--- src/inc/sdpc_pkg.sv ---
// Contract
// - After reset the second I/O rail pins stay isolated until software releases them.
// - After reset the USB transceiver functions stay isolated until their release bit is set.
// - A monitor compares the second I/O rail with three quarters of the reference.
// - A monitor compares the transceiver supply with the full internal reference.
// - After any system reset, backup domain writes are blocked until unlocked.
// - With main supply present and charging on, charge through 5k or 1.5k path.
// - Charging starts on its enable bit and stops while running from the battery.
// - Backup switch stays on battery during startup delay and after power-down reset.
// - On battery, the three backup pins serve only the clock or slow oscillator.
// - Both core regulators leave every reset enabled.
// - Run, sleep and shallow stop keep both regulators on, main one feeding core.
// - Low-power run, low-power sleep and deeper stops: main off, low-power feeds core.
// - Standby with retention: main off, low-power regulator powers only the retained SRAM.
// - Standby without retention: both regulators off, core state lost.
// - Shutdown turns both regulators off; leaving it raises a power-on reset.
// - Three voltage ranges; software keeps clock within 110, 80 or 26 MHz.
// - Lowest range slows flash reads and refuses flash write and erase.
// - Ranges 0 and 1 bypass converter at low main supply, high-power mode otherwise.
package sdpc_pkg;

  // Register byte offsets.
  localparam logic [7:0] OFS_CTRL_ONE   = 8'h00;
  localparam logic [7:0] OFS_CTRL_TWO   = 8'h04;
  localparam logic [7:0] OFS_CTRL_THREE = 8'h08;
  localparam logic [7:0] OFS_CTRL_FOUR  = 8'h0c;
  localparam logic [7:0] OFS_STATUS     = 8'h10;

  // Power control one fields.
  localparam int BIT_UNLOCK   = 0;
  localparam int BIT_LPMS_LO  = 1;
  localparam int BIT_LPRUN    = 4;
  localparam int BIT_RANGE_LO = 5;

  // Power control two, three and four fields.
  localparam int BIT_IO2_REL  = 0;
  localparam int BIT_USB_REL  = 1;
  localparam int BIT_RETAIN   = 0;
  localparam int BIT_CHG_EN   = 0;
  localparam int BIT_CHG_RES  = 1;
  localparam int BIT_BYP_REQ  = 2;

  // Status fields.
  localparam int BIT_ST_IO2_MON = 0;
  localparam int BIT_ST_USB_MON = 1;
  localparam int BIT_ST_ON_BAT  = 2;
  localparam int BIT_ST_MR      = 3;
  localparam int BIT_ST_LPR     = 4;
  localparam int BIT_ST_BYPASS  = 5;
  localparam int BIT_ST_MODE_LO = 8;

  // Reset values.
  localparam logic [1:0] RANGE_RESET = 2'h1;
  localparam logic [2:0] LPMS_RESET  = 3'h0;

  // Voltage ranges and deep low-power selections.
  localparam logic [1:0] RANGE_ZERO = 2'h0;
  localparam logic [1:0] RANGE_TWO  = 2'h2;
  localparam logic [2:0] LPMS_STOP0 = 3'h0;
  localparam logic [2:0] LPMS_STOP1 = 3'h1;
  localparam logic [2:0] LPMS_STOP2 = 3'h2;
  localparam logic [2:0] LPMS_STBY  = 3'h3;
  localparam logic [2:0] LPMS_SHUT  = 3'h4;

  typedef enum logic [3:0] {
    ST_RUN, ST_SLEEP, ST_STOP0, ST_LPRUN, ST_LPSLEEP,
    ST_STOP1, ST_STOP2, ST_STANDBY, ST_SHUTDOWN
  } sdpc_state_type;

  // Regulator controls carried together.
  typedef struct packed {
    logic mr_en;
    logic lpr_en;
    logic sram2_only;
    logic core_on;
  } sdpc_reg_type;

endpackage

--- src/verilog/sdpc_top.sv ---
`timescale 1ns/1ps
module sdpc_top (
  // Clock and reset
  input  wire logic        CLK,
  input  wire logic        RESET,
  // Avalon-MM slave
  input  wire logic [7:0]  AVS_ADDRESS,
  input  wire logic        AVS_READ,
  input  wire logic        AVS_WRITE,
  input  wire logic [3:0]  AVS_BYTEENABLE,
  input  wire logic [31:0] AVS_WRITEDATA,
  output logic      [31:0] AVS_READDATA,
  output logic             AVS_WAITREQUEST,
  // Analog status pins
  input  wire logic        IO2_RAIL_MONITOR_ABOVE,
  input  wire logic        USB_RAIL_MONITOR_ABOVE,
  input  wire logic        MAIN_SUPPLY_PRESENT,
  input  wire logic        MAIN_SUPPLY_LOW,
  input  wire logic        POWER_DOWN_RESET_DETECT,
  input  wire logic        STARTUP_TEMPORIZATION,
  input  wire logic        WAKEUP,
  // Core low-power requests, same clock
  input  wire logic        CORE_SLEEP_ENTRY,
  input  wire logic        CORE_SLEEP_DEEP,
  // Rail isolation and backup domain
  output logic             IO2_RAIL_ISOLATE,
  output logic             USB_RAIL_ISOLATE,
  output logic             BACKUP_WRITE_ENABLE,
  output logic             BATTERY_CHARGE_ON,
  output logic             CHARGE_PATH_LOW_RES,
  output logic             BACKUP_SWITCH_ON_BATTERY,
  output logic             BACKUP_PINS_RTC_ONLY,
  // Regulators and converter
  output sdpc_pkg::sdpc_reg_type REGULATORS,
  output logic      [1:0]  VOLTAGE_RANGE,
  output logic             FLASH_SLOW_READ,
  output logic             FLASH_PROGRAM_BLOCK,
  output logic             CONVERTER_BYPASS,
  output logic             CONVERTER_HIGH_POWER,
  output logic             POWER_ON_RESET_REQ
);

  ////////////////////////////////////////////////////////////////////////////
  // Input synchronisers.

  logic [6:0] pins_meta_q;
  logic [6:0] pins_q;

  always_ff @(posedge CLK or posedge RESET) begin
    if (RESET) begin
      pins_meta_q <= 7'h00;
      pins_q      <= 7'h00;
    end else begin
      pins_meta_q <= {IO2_RAIL_MONITOR_ABOVE, USB_RAIL_MONITOR_ABOVE, MAIN_SUPPLY_PRESENT,
                      MAIN_SUPPLY_LOW, POWER_DOWN_RESET_DETECT, STARTUP_TEMPORIZATION,
                      WAKEUP};
      pins_q      <= pins_meta_q;
    end
  end

  logic io2_mon;
  logic usb_mon;
  logic main_present;
  logic main_low;
  logic pdr_seen;
  logic startup_busy;
  logic wake;

  assign {io2_mon, usb_mon, main_present, main_low, pdr_seen, startup_busy, wake} = pins_q;

  ////////////////////////////////////////////////////////////////////////////
  // Avalon slave handshake.

  // Every access takes exactly one wait cycle; a write is acted on at
  // the edge where waitrequest is seen low (reads are captured one edge earlier), so writes apply once only.
  logic       wait_q;
  logic       req;
  logic       wr_take;
  logic [7:0] wdat;

  assign req     = AVS_READ | AVS_WRITE;
  assign wr_take = AVS_WRITE & ~wait_q & AVS_BYTEENABLE[0];
  assign wdat    = AVS_WRITEDATA[7:0];

  always_ff @(posedge CLK or posedge RESET) begin
    if (RESET) begin
      wait_q <= 1'b1;
    end else if (req && wait_q) begin
      wait_q <= 1'b0;
    end else begin
      wait_q <= 1'b1;
    end
  end

  ////////////////////////////////////////////////////////////////////////////
  // Control registers.

  logic       unlock_q;
  logic [2:0] lpms_q;
  logic       lprun_q;
  logic [1:0] range_q;
  logic       io2_rel_q;
  logic       usb_rel_q;
  logic       retain_q;
  logic       chg_en_q;
  logic       chg_res_q;
  logic       byp_req_q;
  logic       core_clear;

  // Leaving standby or shutdown repowers the core domain, so these reload.
  always_ff @(posedge CLK or posedge RESET) begin
    if (RESET) begin
      unlock_q <= 1'b0;
      lpms_q   <= sdpc_pkg::LPMS_RESET;
      lprun_q  <= 1'b0;
      range_q  <= sdpc_pkg::RANGE_RESET;
    end else if (core_clear) begin
      unlock_q <= 1'b0;
      lpms_q   <= sdpc_pkg::LPMS_RESET;
      lprun_q  <= 1'b0;
      range_q  <= sdpc_pkg::RANGE_RESET;
    end else if (wr_take && AVS_ADDRESS == sdpc_pkg::OFS_CTRL_ONE) begin
      unlock_q <= wdat[sdpc_pkg::BIT_UNLOCK];
      lpms_q   <= wdat[sdpc_pkg::BIT_LPMS_LO +: 3];
      lprun_q  <= wdat[sdpc_pkg::BIT_LPRUN];
      // The unused fourth range code is ignored so the range stays legal.
      if (wdat[sdpc_pkg::BIT_RANGE_LO +: 2] <= sdpc_pkg::RANGE_TWO) begin
        range_q <= wdat[sdpc_pkg::BIT_RANGE_LO +: 2];
      end
    end
  end

  always_ff @(posedge CLK or posedge RESET) begin
    if (RESET) begin
      io2_rel_q <= 1'b0;
      usb_rel_q <= 1'b0;
    end else if (core_clear) begin
      io2_rel_q <= 1'b0;
      usb_rel_q <= 1'b0;
    end else if (wr_take && AVS_ADDRESS == sdpc_pkg::OFS_CTRL_TWO) begin
      io2_rel_q <= wdat[sdpc_pkg::BIT_IO2_REL];
      usb_rel_q <= wdat[sdpc_pkg::BIT_USB_REL];
    end
  end

  // Retention and charge settings live with the standby circuitry and survive
  // a standby exit, but a shutdown exit is a full power-on reset.
  logic full_clear;

  always_ff @(posedge CLK or posedge RESET) begin
    if (RESET) begin
      retain_q <= 1'b0;
    end else if (full_clear) begin
      retain_q <= 1'b0;
    end else if (wr_take && AVS_ADDRESS == sdpc_pkg::OFS_CTRL_THREE) begin
      retain_q <= wdat[sdpc_pkg::BIT_RETAIN];
    end
  end

  always_ff @(posedge CLK or posedge RESET) begin
    if (RESET) begin
      chg_en_q  <= 1'b0;
      chg_res_q <= 1'b0;
      byp_req_q <= 1'b0;
    end else if (full_clear) begin
      chg_en_q  <= 1'b0;
      chg_res_q <= 1'b0;
      byp_req_q <= 1'b0;
    end else if (wr_take && AVS_ADDRESS == sdpc_pkg::OFS_CTRL_FOUR) begin
      chg_en_q  <= wdat[sdpc_pkg::BIT_CHG_EN];
      chg_res_q <= wdat[sdpc_pkg::BIT_CHG_RES];
      byp_req_q <= wdat[sdpc_pkg::BIT_BYP_REQ];
    end
  end

  ////////////////////////////////////////////////////////////////////////////
  // Power mode sequencer.

  sdpc_pkg::sdpc_state_type state_q;
  sdpc_pkg::sdpc_state_type state_d;
  sdpc_pkg::sdpc_state_type awake_mode;
  sdpc_pkg::sdpc_state_type deep_mode;

  assign awake_mode = lprun_q ? sdpc_pkg::ST_LPRUN : sdpc_pkg::ST_RUN;

  always_comb begin
    case (lpms_q)
      sdpc_pkg::LPMS_STOP0: deep_mode = sdpc_pkg::ST_STOP0;
      sdpc_pkg::LPMS_STOP1: deep_mode = sdpc_pkg::ST_STOP1;
      sdpc_pkg::LPMS_STOP2: deep_mode = sdpc_pkg::ST_STOP2;
      sdpc_pkg::LPMS_STBY:  deep_mode = sdpc_pkg::ST_STANDBY;
      default:              deep_mode = sdpc_pkg::ST_SHUTDOWN;
    endcase
  end

  always_comb begin
    state_d    = state_q;
    core_clear = 1'b0;
    full_clear = 1'b0;
    case (state_q)
      sdpc_pkg::ST_RUN, sdpc_pkg::ST_LPRUN: begin
        if (CORE_SLEEP_ENTRY && CORE_SLEEP_DEEP) begin
          state_d = deep_mode;
        end else if (CORE_SLEEP_ENTRY) begin
          state_d = lprun_q ? sdpc_pkg::ST_LPSLEEP : sdpc_pkg::ST_SLEEP;
        end else begin
          state_d = awake_mode;
        end
      end
      sdpc_pkg::ST_STANDBY: begin
        if (wake) begin
          state_d    = sdpc_pkg::ST_RUN;
          core_clear = 1'b1;
        end
      end
      sdpc_pkg::ST_SHUTDOWN: begin
        if (wake) begin
          state_d    = sdpc_pkg::ST_RUN;
          core_clear = 1'b1;
          full_clear = 1'b1;
        end
      end
      default: begin
        if (wake) begin
          state_d = awake_mode;
        end
      end
    endcase
  end

  always_ff @(posedge CLK or posedge RESET) begin
    if (RESET) begin
      state_q <= sdpc_pkg::ST_RUN;
    end else begin
      state_q <= state_d;
    end
  end

  // Regulator enables for the next state.
  sdpc_pkg::sdpc_reg_type reg_d;

  always_comb begin
    case (state_d)
      sdpc_pkg::ST_RUN, sdpc_pkg::ST_SLEEP, sdpc_pkg::ST_STOP0: begin
        reg_d = '{mr_en: 1'b1, lpr_en: 1'b1, sram2_only: 1'b0, core_on: 1'b1};
      end
      sdpc_pkg::ST_LPRUN, sdpc_pkg::ST_LPSLEEP, sdpc_pkg::ST_STOP1, sdpc_pkg::ST_STOP2: begin
        reg_d = '{mr_en: 1'b0, lpr_en: 1'b1, sram2_only: 1'b0, core_on: 1'b1};
      end
      sdpc_pkg::ST_STANDBY: begin
        reg_d = '{mr_en: 1'b0, lpr_en: retain_q, sram2_only: retain_q, core_on: 1'b0};
      end
      default: begin
        reg_d = '{mr_en: 1'b0, lpr_en: 1'b0, sram2_only: 1'b0, core_on: 1'b0};
      end
    endcase
  end

  always_ff @(posedge CLK or posedge RESET) begin
    if (RESET) begin
      REGULATORS <= '{mr_en: 1'b1, lpr_en: 1'b1, sram2_only: 1'b0, core_on: 1'b1};
    end else begin
      REGULATORS <= reg_d;
    end
  end

  // One-cycle power-on reset request on leaving shutdown.
  always_ff @(posedge CLK or posedge RESET) begin
    if (RESET) begin
      POWER_ON_RESET_REQ <= 1'b0;
    end else begin
      POWER_ON_RESET_REQ <= full_clear;
    end
  end

  ////////////////////////////////////////////////////////////////////////////
  // Rail isolation and backup domain.

  logic on_battery;

  // Battery mode when the main supply is absent, during the startup delay,
  // or after a power-down reset has been seen.
  assign on_battery = ~main_present | startup_busy | pdr_seen;

  always_ff @(posedge CLK or posedge RESET) begin
    if (RESET) begin
      IO2_RAIL_ISOLATE <= 1'b1;
      USB_RAIL_ISOLATE <= 1'b1;
    end else begin
      IO2_RAIL_ISOLATE <= ~io2_rel_q;
      USB_RAIL_ISOLATE <= ~usb_rel_q;
    end
  end

  always_ff @(posedge CLK or posedge RESET) begin
    if (RESET) begin
      BACKUP_WRITE_ENABLE      <= 1'b0;
      BACKUP_SWITCH_ON_BATTERY <= 1'b1;
      BACKUP_PINS_RTC_ONLY     <= 1'b1;
    end else begin
      BACKUP_WRITE_ENABLE      <= unlock_q;
      BACKUP_SWITCH_ON_BATTERY <= on_battery;
      BACKUP_PINS_RTC_ONLY     <= on_battery;
    end
  end

  // Charging is gated off in battery mode without touching the enable bit,
  // so it resumes by itself once battery mode ends.
  always_ff @(posedge CLK or posedge RESET) begin
    if (RESET) begin
      BATTERY_CHARGE_ON   <= 1'b0;
      CHARGE_PATH_LOW_RES <= 1'b0;
    end else begin
      BATTERY_CHARGE_ON   <= chg_en_q & main_present & ~on_battery;
      CHARGE_PATH_LOW_RES <= chg_res_q;
    end
  end

  ////////////////////////////////////////////////////////////////////////////
  // Voltage range, flash and converter.

  logic range_low;
  logic bypass_d;

  assign range_low = (range_q == sdpc_pkg::RANGE_TWO);
  assign bypass_d  = range_low ? byp_req_q : main_low;

  always_ff @(posedge CLK or posedge RESET) begin
    if (RESET) begin
      VOLTAGE_RANGE        <= sdpc_pkg::RANGE_RESET;
      FLASH_SLOW_READ      <= 1'b0;
      FLASH_PROGRAM_BLOCK  <= 1'b0;
      CONVERTER_BYPASS     <= 1'b0;
      CONVERTER_HIGH_POWER <= 1'b1;
    end else begin
      VOLTAGE_RANGE        <= range_q;
      FLASH_SLOW_READ      <= range_low;
      FLASH_PROGRAM_BLOCK  <= range_low;
      CONVERTER_BYPASS     <= bypass_d;
      CONVERTER_HIGH_POWER <= ~bypass_d & ~range_low;
    end
  end

  ////////////////////////////////////////////////////////////////////////////
  // Read path.

  logic [31:0] rdata;

  always_comb begin
    rdata = 32'h0000_0000;
    if (AVS_ADDRESS == sdpc_pkg::OFS_CTRL_ONE) begin
      rdata[sdpc_pkg::BIT_UNLOCK]         = unlock_q;
      rdata[sdpc_pkg::BIT_LPMS_LO +: 3]   = lpms_q;
      rdata[sdpc_pkg::BIT_LPRUN]          = lprun_q;
      rdata[sdpc_pkg::BIT_RANGE_LO +: 2]  = range_q;
    end else if (AVS_ADDRESS == sdpc_pkg::OFS_CTRL_TWO) begin
      rdata[sdpc_pkg::BIT_IO2_REL]        = io2_rel_q;
      rdata[sdpc_pkg::BIT_USB_REL]        = usb_rel_q;
    end else if (AVS_ADDRESS == sdpc_pkg::OFS_CTRL_THREE) begin
      rdata[sdpc_pkg::BIT_RETAIN]         = retain_q;
    end else if (AVS_ADDRESS == sdpc_pkg::OFS_CTRL_FOUR) begin
      rdata[sdpc_pkg::BIT_CHG_EN]         = chg_en_q;
      rdata[sdpc_pkg::BIT_CHG_RES]        = chg_res_q;
      rdata[sdpc_pkg::BIT_BYP_REQ]        = byp_req_q;
    end else if (AVS_ADDRESS == sdpc_pkg::OFS_STATUS) begin
      rdata[sdpc_pkg::BIT_ST_IO2_MON]     = io2_mon;
      rdata[sdpc_pkg::BIT_ST_USB_MON]     = usb_mon;
      rdata[sdpc_pkg::BIT_ST_ON_BAT]      = on_battery;
      rdata[sdpc_pkg::BIT_ST_MR]          = REGULATORS.mr_en;
      rdata[sdpc_pkg::BIT_ST_LPR]         = REGULATORS.lpr_en;
      rdata[sdpc_pkg::BIT_ST_BYPASS]      = CONVERTER_BYPASS;
      rdata[sdpc_pkg::BIT_ST_MODE_LO +: 4] = state_q;
    end
  end

  always_ff @(posedge CLK or posedge RESET) begin
    if (RESET) begin
      AVS_READDATA <= 32'h0000_0000;
    end else if (AVS_READ && wait_q) begin
      AVS_READDATA <= rdata;
    end
  end

  assign AVS_WAITREQUEST = wait_q;

endmodule
--- config.mk ---
export PLATFORM = sky130hd
export DESIGN_NAME = sdpc_top
export DESIGN_NICKNAME = d
export VERILOG_FILES = /design/src/inc/sdpc_pkg.sv /design/src/verilog/sdpc_top.sv
export SDC_FILE = /design/constraint.sdc
export NUM_CORES = 1
export LEC_CHECK = 0
export BUFFER_PORTS_ARGS = -buffer_cell sky130_fd_sc_hd__clkbuf_2
export CORE_UTILIZATION = 47
export CTS_BUF_LIST = sky130_fd_sc_hd__clkbuf_4 sky130_fd_sc_hd__clkbuf_8 sky130_fd_sc_hd__clkbuf_16
export DETAILED_ROUTE_END_ITERATION = 7
export PLACE_DENSITY = 0.79
export SETUP_SLACK_MARGIN = 0.02
export SLEW_MARGIN = 20
export SYNTH_ARGS = -nofsm -noshare
export SYNTH_HDL_FRONTEND = slang
export SYNTH_SLANG_ARGS = --single-unit
--- constraint.sdc ---
create_clock -name CLK -period 2.33 [get_ports CLK]
set_input_delay 0.233 -clock CLK [delete_from_list [all_inputs] [get_ports CLK]]
set_output_delay 0.233 -clock CLK [all_outputs]
set_load 0.005 [all_outputs]
==> run metrics, run 1 <==
synthesized instance count 223; PD cells 735 mW/mm2; Least-Margin Pin Slew 0.620 ns; router iterations before antenna repair 5; adder-cell share of the synthesized area 0.00978; warnings from Yosys 0; Worst Hold End pins_meta_q[1]; setup TNS 0 ns; status complete, no violations; Die X-Extent 75.8 um; share of cells above drive strength 1 0.320; total track usage 0.199; Gates resized, CTS repair 0; vias in the first global route 1719; Compound-Gate Fraction of Synth Area 0.105; mapped cell area 0.00256 mm2; P_leak 1.55 nW; RSZ-0062 raised after global routing no; initial drt markers 120; Starting Density 0.495; Synth cell types 45; min Tclk post-route 1.89 ns; die area 0.00574 mm2; main combinational cell family by area after synthesis simple AND/OR/NAND/NOR gates; global placer's final weighted congestion 0.903; Clock Sinks 59; crit-path max FO 7; WP data required 2.59 ns; clock share of power 0.390; ys async rst share 1.00; die height 75.8 um; largest area contributor in the netlist dfrtp_1; kind of critical path reg2reg; Avg Cell Area, Syn 11.5 um2; Multi-input gate area 895 um2; Area Overhead vs Synth 21.7%; CTS buffer count 9; Vias/cell 5.02; R2R Path End REGULATORS[2]; root buf cell clkbuf_8; DRC 0; diode count 0; Hold Crit Depth 1; Worst Hold Launch STARTUP_TEMPORIZATION; Final HPWL DP 3730 um; Filler Cell Count 437; initial antenna violation count 0; Pwr Total 2.29 mW; DRT antenna net count 0; most common cell after layout, fill and taps aside clkbuf_2; largest net degree at the start of global routing 32; final setup violation count 0; row count 26; GRT overflow 0; Post-Synth Simple-Gate Area 0.145; final count of pins violating max slew 0; f_max 0.529 GHz; CTS tree yes; Combinational Power Share 0.113; Worst-path clk slew 0.06 ns; Post-synth EDFFs 0; Synth top area share 0.479; DR WL/cell 13.7 um; Synth Flop Type dfrtp_1; Power Internal 1.72 mW; Core Area 0.00517 mm2; Port Buffers 58; Worst Reg2Reg Path Length in Cells 5; I/O Pins 108; worst endpoint data arrival time 2.15 ns; post-route clock period utilization 0.812; via count 1842; worst r2r src state_q[0]; # Max-Cap Violations 0; Switch Pwr 569 uW; Skew-Pair Late Insertion Delay 0.33 ns; Seq/Total Area, Yosys 0.582; R2R Setup Slk 0.44 ns; multiplexer area fraction after synthesis 0.0553; Max-slew headroom 0.586; nets@finish 351; CTS HTree Levels 3; XOR/XNOR share of the synthesized area 0.00342; Register Area 0.00149 mm2; WL final 5030 um; CP Launch Point state_q[0]; CP endpoint kind flip-flop; Yosys reg bits 59; critical path startpoint category flip-flop; Clock Skew 0.00694 ns; Reg power frac 0.497; Synth area leaders dfrtp_1 48%, dfstp_2 10%, buf_4 7.0%; worst vdd ir 0.303 mV; Max Buffers Root-to-Sink 2; most frequent cells in the layout 58 x clkbuf_2, 49 x dfrtp_1, 21 x conb_1; Hold Fails Final Rpt 0; global-route wire length before repair 8070 um; Net Sw Frac 0.249; Worst Hold Class in2reg
## worst max-delay path, stage by stage (launching register included)
cell and delay [ns]:
dfrtp_1 0.46, xor2_1 0.20, or4_1 0.50, o22ai_1 0.32, nand3_2 0.14, o21a_1 0.20
## stage by stage
stage	cell area [um2]	setup WS, ns	std cells	hold slack (ns)	util
after floorplan	2630	0.599	243	0.264	-
after detailed placement	2850	0.383	344	0.333	0.550
after global routing	3110	0.361	367	0.00690	0.602
final	3110	0.438	367	0.00915	0.602
after CTS	3110	0.452	367	0.000297	0.602
after global placement	2850	0.388	344	0.330	0.550
## how the worst max path moves through the flow
| stage | to | slack (ns) | cells after the start |
|---|---|---|---|
| after floorplan | byp_req_q | 0.60 | 6 |
| after global routing | REGULATORS[2] | 0.36 | 5 |
| after CTS | REGULATORS[2] | 0.45 | 5 |
| after detailed placement | chg_res_q | 0.38 | 6 |
| after global placement | chg_en_q | 0.39 | 6 |
| final | REGULATORS[2] | 0.44 | 5 |
## per-layer routing
layer	share of wire	track usage	up-vias
li1	-	-	865
met1	0.43	0.252	882
met2	0.49	0.312	81
met3	0.059	0.0476	14
met4	0.025	0.115	0
met5	0	0	-
## flip-flops by register name, indices dropped and copies added (netlist names), 2 cells and up
name           count
AVS_READDATA      11
REGULATORS         4
VOLTAGE_RANGE      2
lpms_q             3
pins_meta_q        7
pins_q             7
range_q            2
state_q            4
## synthesized netlist by cell type, types with 2 or more instances
library cell / n
dfrtp_1: 49
buf_4: 24
nand2_1: 15
mux2i_1: 13
nor2_1: 13
o21ai_0: 12
inv_1: 11
dfstp_2: 10
a21oi_1: 9
nand3_1: 6
nor2b_1: 6
a32o_1: 5
clkbuf_1: 5
and2_1: 4
o21a_1: 4
a22oi_1: 2
and3_1: 2
ha_1: 2
nand4b_1: 2
nor3_1: 2
nor4b_1: 2
o22ai_1: 2
## timing repair
action                    in CTS  in global routing
hold endpoints to repair      30                  0
setup buffers                  0                  0
hold buffers                   7                  0
## cell type report
cell class | count | share of cell area
clock buffer | 15 | 0.0623
clock inverter | 1 | 0.00161
inverter | 11 | 0.0133
multi-input combinational | 142 | 0.287
sequential | 59 | 0.478
tap | 70 | 0.0281
timing repair buffer | 69 | 0.129
## power groups by stage
stage	Clock, mW	Sequential (mW)	Combinational, mW
floorplan	0	1.12	0.225
global placement	0	1.15	0.241
detailed placement	0	1.15	0.249
CTS	0.913	1.13	0.260
global route	0.955	1.14	0.292
finish	0.893	1.14	0.259
## cell families after synthesis
group,count (synthesis)
AOI/OAI and AO/OA,41
buffers and inverters,42
xor gates and xnor gates,1
muxes,14
other,1
and+or+nand+nor,63
DFF,59
adders and majority gates,2
Note: power is estimated with default switching activity, not from simulation.
==> run 2: changes to the inputs <==
--- a/config.mk
+++ b/config.mk
@@ -5,11 +5,12 @@
 export SDC_FILE = /design/constraint.sdc
 export NUM_CORES = 1
 export LEC_CHECK = 0
+export ABC_AREA = 1
 export BUFFER_PORTS_ARGS = -buffer_cell sky130_fd_sc_hd__clkbuf_2
-export CORE_UTILIZATION = 47
+export CORE_UTILIZATION = 43
 export CTS_BUF_LIST = sky130_fd_sc_hd__clkbuf_4 sky130_fd_sc_hd__clkbuf_8 sky130_fd_sc_hd__clkbuf_16
 export DETAILED_ROUTE_END_ITERATION = 7
-export PLACE_DENSITY = 0.79
+export PLACE_DENSITY = 0.75
 export SETUP_SLACK_MARGIN = 0.02
 export SLEW_MARGIN = 20
 export SYNTH_ARGS = -nofsm -noshare
==> constraint.sdc (replaced) <==
create_clock -name CLK -period 1.65 [get_ports CLK]
set_input_delay 0.165 -clock CLK [delete_from_list [all_inputs] [get_ports CLK]]
set_output_delay 0.165 -clock CLK [all_outputs]
set_load 0.005 [all_outputs]
==> run metrics, run 2 <==
status complete, no violations; I/O Pins 108 (unchanged); most common cell after layout, fill and taps aside nand2_1; synthesized instance count 294 (+32%); setup slack after layout 0.224 ns (-0.214 ns); min Tclk post-route 1.43 ns (-0.466 ns); largest register by flop count AVS_READDATA; Hold Fails Final Rpt 0 (unchanged); final setup violation count 0 (unchanged); global-route wire length before repair 8740 um (+8.4%); GRT overflow 0 (unchanged); most common cell in the netlist nand2_1; nets@finish 429 (+22%); share of cells above drive strength 1 0.288 (-0.0319); router iterations before antenna repair 5 (unchanged); number of setup buffers added after CTS 0 (unchanged); diode count 0 (unchanged); most frequent cells in the layout 70 x nand2_1, 58 x clkbuf_2, 49 x dfrtp_1; biggest regs AVS_READDATA: 11 flops, pins_meta_q: 7 flops, pins_q: 7 flops; CP max stage delay 0.44 ns (-0.06 ns); ys async rst share 1.00 (unchanged); DR WL/cell 11.7 um (-14%); max reg flops 11 (unchanged); CTS HTree Levels 3 (unchanged); Max Buffers Root-to-Sink 2 (unchanged); setup TNS 0 ns (unchanged); Seq/Total Area, Yosys 0.562 (-0.0203); root buf cell clkbuf_8; CP endpoint kind flip-flop; WL final 5280 um (+4.9%); worst vdd ir 0.560 mV (+85%); CTS tree yes; RSZ-0062 raised after global routing no; P_leak 1.79 nW (+15%); Synth top area share 0.462 (-0.0167); kind of critical path reg2reg; Area Overhead vs Synth 24.3%; Clock Sinks 59 (unchanged); final count of pins violating max slew 0 (unchanged); Core Area 0.00592 mm2 (+14%); DRC 0 (unchanged); Synth top cells by count 70 x nand2_1, 49 x dfrtp_1, 36 x inv_1; crit-path max FO 5 (-2); CTS buffer count 9 (unchanged); Synth Flop Type dfrtp_1; initial drt markers 125 (+4.2%); Buf/Inv on CP 0 (unchanged); row count 28 (+7.7%); DRT antenna net count 0 (unchanged); global placer's final weighted congestion 0.887 (-1.8%); Port Buffers 58 (unchanged); Skew-Pair Late Insertion Delay 0.34 ns (about the same); # Max-Cap Violations 0 (unchanged); Starting Density 0.448 (-0.0469); Synth area leaders dfrtp_1 46%, dfstp_2 9.9%, nand2_1 9.9%; Place WS 0.255 ns (-0.128 ns); largest area contributor in the netlist dfrtp_1; warnings from Yosys 0 (unchanged); total track usage 0.184 (-0.0152); Avg Cell Area, Syn 9.02 um2 (-21%); die height 80.5 um (+6.2%); worst endpoint data arrival time 1.67 ns (-0.48 ns); mapped cell area 0.00265 mm2 (+3.6%); via count 2075 (+13%); Worst-path clk slew 0.06 ns (about the same); Clock Skew 0.00596 ns (-0.000984 ns); Vias/cell 4.61 (-8.1%); PD cells 1180 mW/mm2 (+61%); Yosys reg bits 59 (unchanged); post-route clock period utilization 0.864 (+0.0521); die area 0.00648 mm2 (+13%); WP data required 1.90 ns (-0.69 ns); worst-path cell chain ha_1 -> or2_2 -> nand3_1 -> nand3_2 -> a21oi_1; Final HPWL DP 3880 um (+4.1%); Post-synth EDFFs 0 (unchanged); Worst Hold Class in2reg; Die X-Extent 80.5 um (+6.2%); Synth cell types 29 (-36%); vias in the first global route 1989 (+16%); critical path startpoint category flip-flop; Worst path slowest cell dfrtp_1; initial antenna violation count 0 (unchanged); f_max 0.701 GHz (+33%); largest net degree at the start of global routing 60 (+88%); CP delay by family, top simple AND/OR/NAND/NOR gates
## run 2: cell types whose count changed after synthesis, moves of 5 or more
cell,before,now
a32o_1,5,0
nor2b_1,6,0
nor2_1,13,25
inv_1,11,36
nand2_1,15,70
o21ai_0,12,20
mux2i_1,13,0
nand3_1,6,16
## run 2: power breakdown
group,internal (mW),switching [mW],leakage [nW]
logic,0.216,0.357,0.936
registers,1.63,0.0931,0.728
clock network,1.06,0.544,0.127
total,2.91,0.995,1.79
## run 2: final cells by class
cell class                 instances  area (um2)
fill                             556        2630
inverter                          41         160
multi-input combinational        190         901
sequential                        59        1490
timing repair buffer              69         405
clock buffer                      11         145
clock inverter                     5         100
tap                               75        93.8
## run 2: what timing repair did
item | in CTS | in global routing
hold endpoints to repair | 56 | 0
hold buffers | 8 | 0
endpoints found under the setup margin | 0 | 0
gates resized for setup | 0 | 0
## run 2: final timing paths
path / endpoint / slack (ns) / depth (start not counted) / startpoint
min in group asynchronous: pins_q[6] / 0.42 / 4 / RESET
max in group asynchronous: range_q[0] / 0.92 / 4 / RESET
hold / removal: AVS_WAITREQUEST / 0.006 / 2 / AVS_WRITE
hold reg to reg: pins_q[6] / 0.35 / 0 / pins_meta_q[6]
setup / recovery: REGULATORS[3] / 0.22 / 5 / lprun_q
setup reg to reg: REGULATORS[3] / 0.22 / 5 / lprun_q
## run 2: metrics by stage
step	std cells	cell area, um2	utilization	hold slack [ns]	total power, mW
floorplan	314	2730	-	0.196	2.13
global placement	426	2970	0.501	0.229	2.29
detailed placement	426	2970	0.501	0.233	2.31
CTS	450	3290	0.556	0.00188	3.94
global route	450	3290	0.556	0.00847	4.09
finish	450	3290	0.556	0.00556	3.90
## run 2: routing by layer
metal / routed length [um] / vias to the layer above / GRT usage
li1: - / 1028 / -
met1: 2400 / 955 / 0.232
met2: 2420 / 80 / 0.288
met3: 325 / 12 / 0.0398
met4: 142 / 0 / 0.107
met5: 0 / - / 0
## run 2: kinds of logic after synthesis
kind of cell / count (synthesis) / synth area share
AND/OR/NAND/NOR: 130 / 0.227
buffers and inverters: 65 / 0.127
AO/OA/AOI/OAI: 37 / 0.0736
flip-flops: 59 / 0.562
other: 1 / 0.00141
adder cells (fa/ha/maj): 2 / 0.00944
==> run 3: changes to the inputs <==
==> constraint.sdc (replaced) <==
create_clock -name CLK -period 1.65 [get_ports CLK]
set_input_delay 0.0825 -clock CLK [delete_from_list [all_inputs] [get_ports CLK]]
set_output_delay 0.0825 -clock CLK [all_outputs]
set_load 0.005 [all_outputs]
==> run metrics, run 3 (synthesis results as in run 2) <==
status complete, no violations; CTS HTree Levels 3 (unchanged); Register Area 0.00149 mm2 (unchanged); Hold Crit Depth 3 (+1); min Tclk post-route 1.38 ns (-0.0408 ns); final count of pins violating max slew 0 (unchanged); Worst-path clk slew 0.06 ns (about the same); total track usage 0.181 (-0.00270); vias in the first global route 1929 (-3.0%); Port Buffers 58 (unchanged); initial antenna violation count 0 (unchanged); biggest regs AVS_READDATA: 11 flops, pins_meta_q: 7 flops, pins_q: 7 flops; Worst Hold Launch AVS_WRITEDATA[5]; largest register by flop count AVS_READDATA; Gates resized, CTS repair 0 (unchanged); crit-path max FO 3 (-2); Worst path slowest cell dfrtp_1; Final HPWL DP 3850 um (-0.77%); via count 2081 (+0.29%); most common cell after layout, fill and taps aside nand2_1; DRT antenna net count 0 (unchanged); most frequent cells in the layout 70 x nand2_1, 58 x clkbuf_2, 49 x dfrtp_1; DR WL/cell 11.5 um (-2.3%); P_leak 1.78 nW (-0.63%); Starting Density 0.448 (unchanged); kind of critical path reg2reg; worst r2r src state_q[0]; # Max-Cap Violations 0 (unchanged); global-route wire length before repair 8630 um (-1.3%); PD cells 1080 mW/mm2 (-8.8%); WL final 5220 um (-1.2%); Multi-input gate area 901 um2 (unchanged); Final Hold Slack 0.0199 ns (+0.0143 ns); share of cells above drive strength 1 0.284 (-0.00379); die area 0.00648 mm2 (unchanged); CP endpoint kind flip-flop; worst-path cell chain nand2_1 -> inv_1 -> o21ai_0 -> nand3_1 -> nand3_2 -> nand3_2 -> nand2_2 -> nand2_1; Buf/Inv on CP 1 (+1); hold bufs inserted after CTS 13 (+5); nets@finish 434 (+1.2%); final setup violation count 0 (unchanged); die height 80.5 um (unchanged); CP delay by family, top simple AND/OR/NAND/NOR gates; diode count 0 (unchanged); initial drt markers 128 (+2.4%); global placer's final weighted congestion 0.887 (about the same); Clock Sinks 59 (unchanged); Place WS 0.279 ns (+0.0241 ns); CTS buffer count 9 (unchanged); largest net degree at the start of global routing 60 (unchanged); R2R Setup Slk 0.27 ns (+0.04 ns); Max Buffers Root-to-Sink 2 (unchanged); Worst Reg2Reg Path Length in Cells 8 (+3); worst endpoint data arrival time 1.65 ns (-0.02 ns); CP Depth 8 (+3); R2R Path End REGULATORS[2]; CTS tree yes; Vias/cell 4.57 (-0.81%); Skew-Pair Late Insertion Delay 0.33 ns (about the same); setup TNS 0 ns (unchanged); Area Overhead vs Synth 24.2% (about the same); WP data required 1.91 ns (about the same); I/O Pins 108 (unchanged); f_max 0.722 GHz (+2.9%); router iterations before antenna repair 4 (-1); Worst Hold Class in2reg; Hold Fails Final Rpt 0 (unchanged); CP max stage delay 0.40 ns (-0.04 ns); Core Area 0.00592 mm2 (unchanged); RSZ-0062 raised after global routing no; DRC 0 (unchanged); Clock Skew 0.00735 ns (+0.00139 ns); post-route clock period utilization 0.839 (-0.0247); worst vdd ir 0.434 mV (-22%); GRT overflow 0 (unchanged); root buf cell clkbuf_8; max reg flops 11 (unchanged); setup slack after layout 0.265 ns (+0.0408 ns); number of setup buffers added after CTS 0 (unchanged); row count 28 (unchanged); Die X-Extent 80.5 um (unchanged); Filler Cell Count 534 (-4.0%); Worst Hold End range_q[0]; critical path startpoint category flip-flop
[run 3: cell types whose count changed in the layout (fill, tap and decap cells not counted), sizes merged]
cell         delta
dlygate4sd3     +5
clkinv          +2
bufinv          -2
clkinvlp        +2
clkbuf          -2
[run 3: stage by stage]
stage | utilization | cells | area (um2) | total power [mW]
global route | 0.556 | 455 | 3290 | 3.75
detailed placement | 0.501 | 426 | 2970 | 2.31
floorplan | - | 314 | 2730 | 2.13
global placement | 0.501 | 426 | 2970 | 2.29
CTS | 0.556 | 455 | 3290 | 3.59
finish | 0.556 | 455 | 3290 | 3.55
[run 3: metal layers]
metal	vias up	global-route usage	routed length (um)
li1	1038	-	-
met1	958	0.235	2400
met2	77	0.279	2400
met3	8	0.0341	320
met4	0	0.109	104
met5	-	0	0
[run 3: layout make-up]
cell class                      count  area share
Clock buffer                        9      0.0376
Clock inverter                      7      0.0209
Inverter                           41      0.0487
Multi-Input combinational cell    190       0.274
Sequential cell                    59       0.452
Tap cell                           75      0.0285
Timing Repair Buffer               74       0.138
[run 3: worst max-delay path by stage]
stage | startpoint | endpoint | slack (ns)
floorplan | RESET | AVS_READDATA[0] | 0.13
global placement | lprun_q | REGULATORS[3] | 0.26
detailed placement | lprun_q | REGULATORS[2] | 0.28
CTS | lprun_q | REGULATORS[2] | 0.26
global route | state_q[0] | REGULATORS[2] | 0.09
finish | state_q[0] | REGULATORS[2] | 0.27
[run 3: report_power, final]
part	leakage [nW]	internal (mW)	switching, mW
Sequential	0.728	1.63	0.0953
Combinational	0.956	0.225	0.351
Clock	0.0950	0.690	0.558
Total	1.78	2.55	1.00
[run 3: worst min-delay path: stages]
cell	delay (ns)
clkbuf_2	0.09
nor2_1	0.10
o21ai_1	0.07
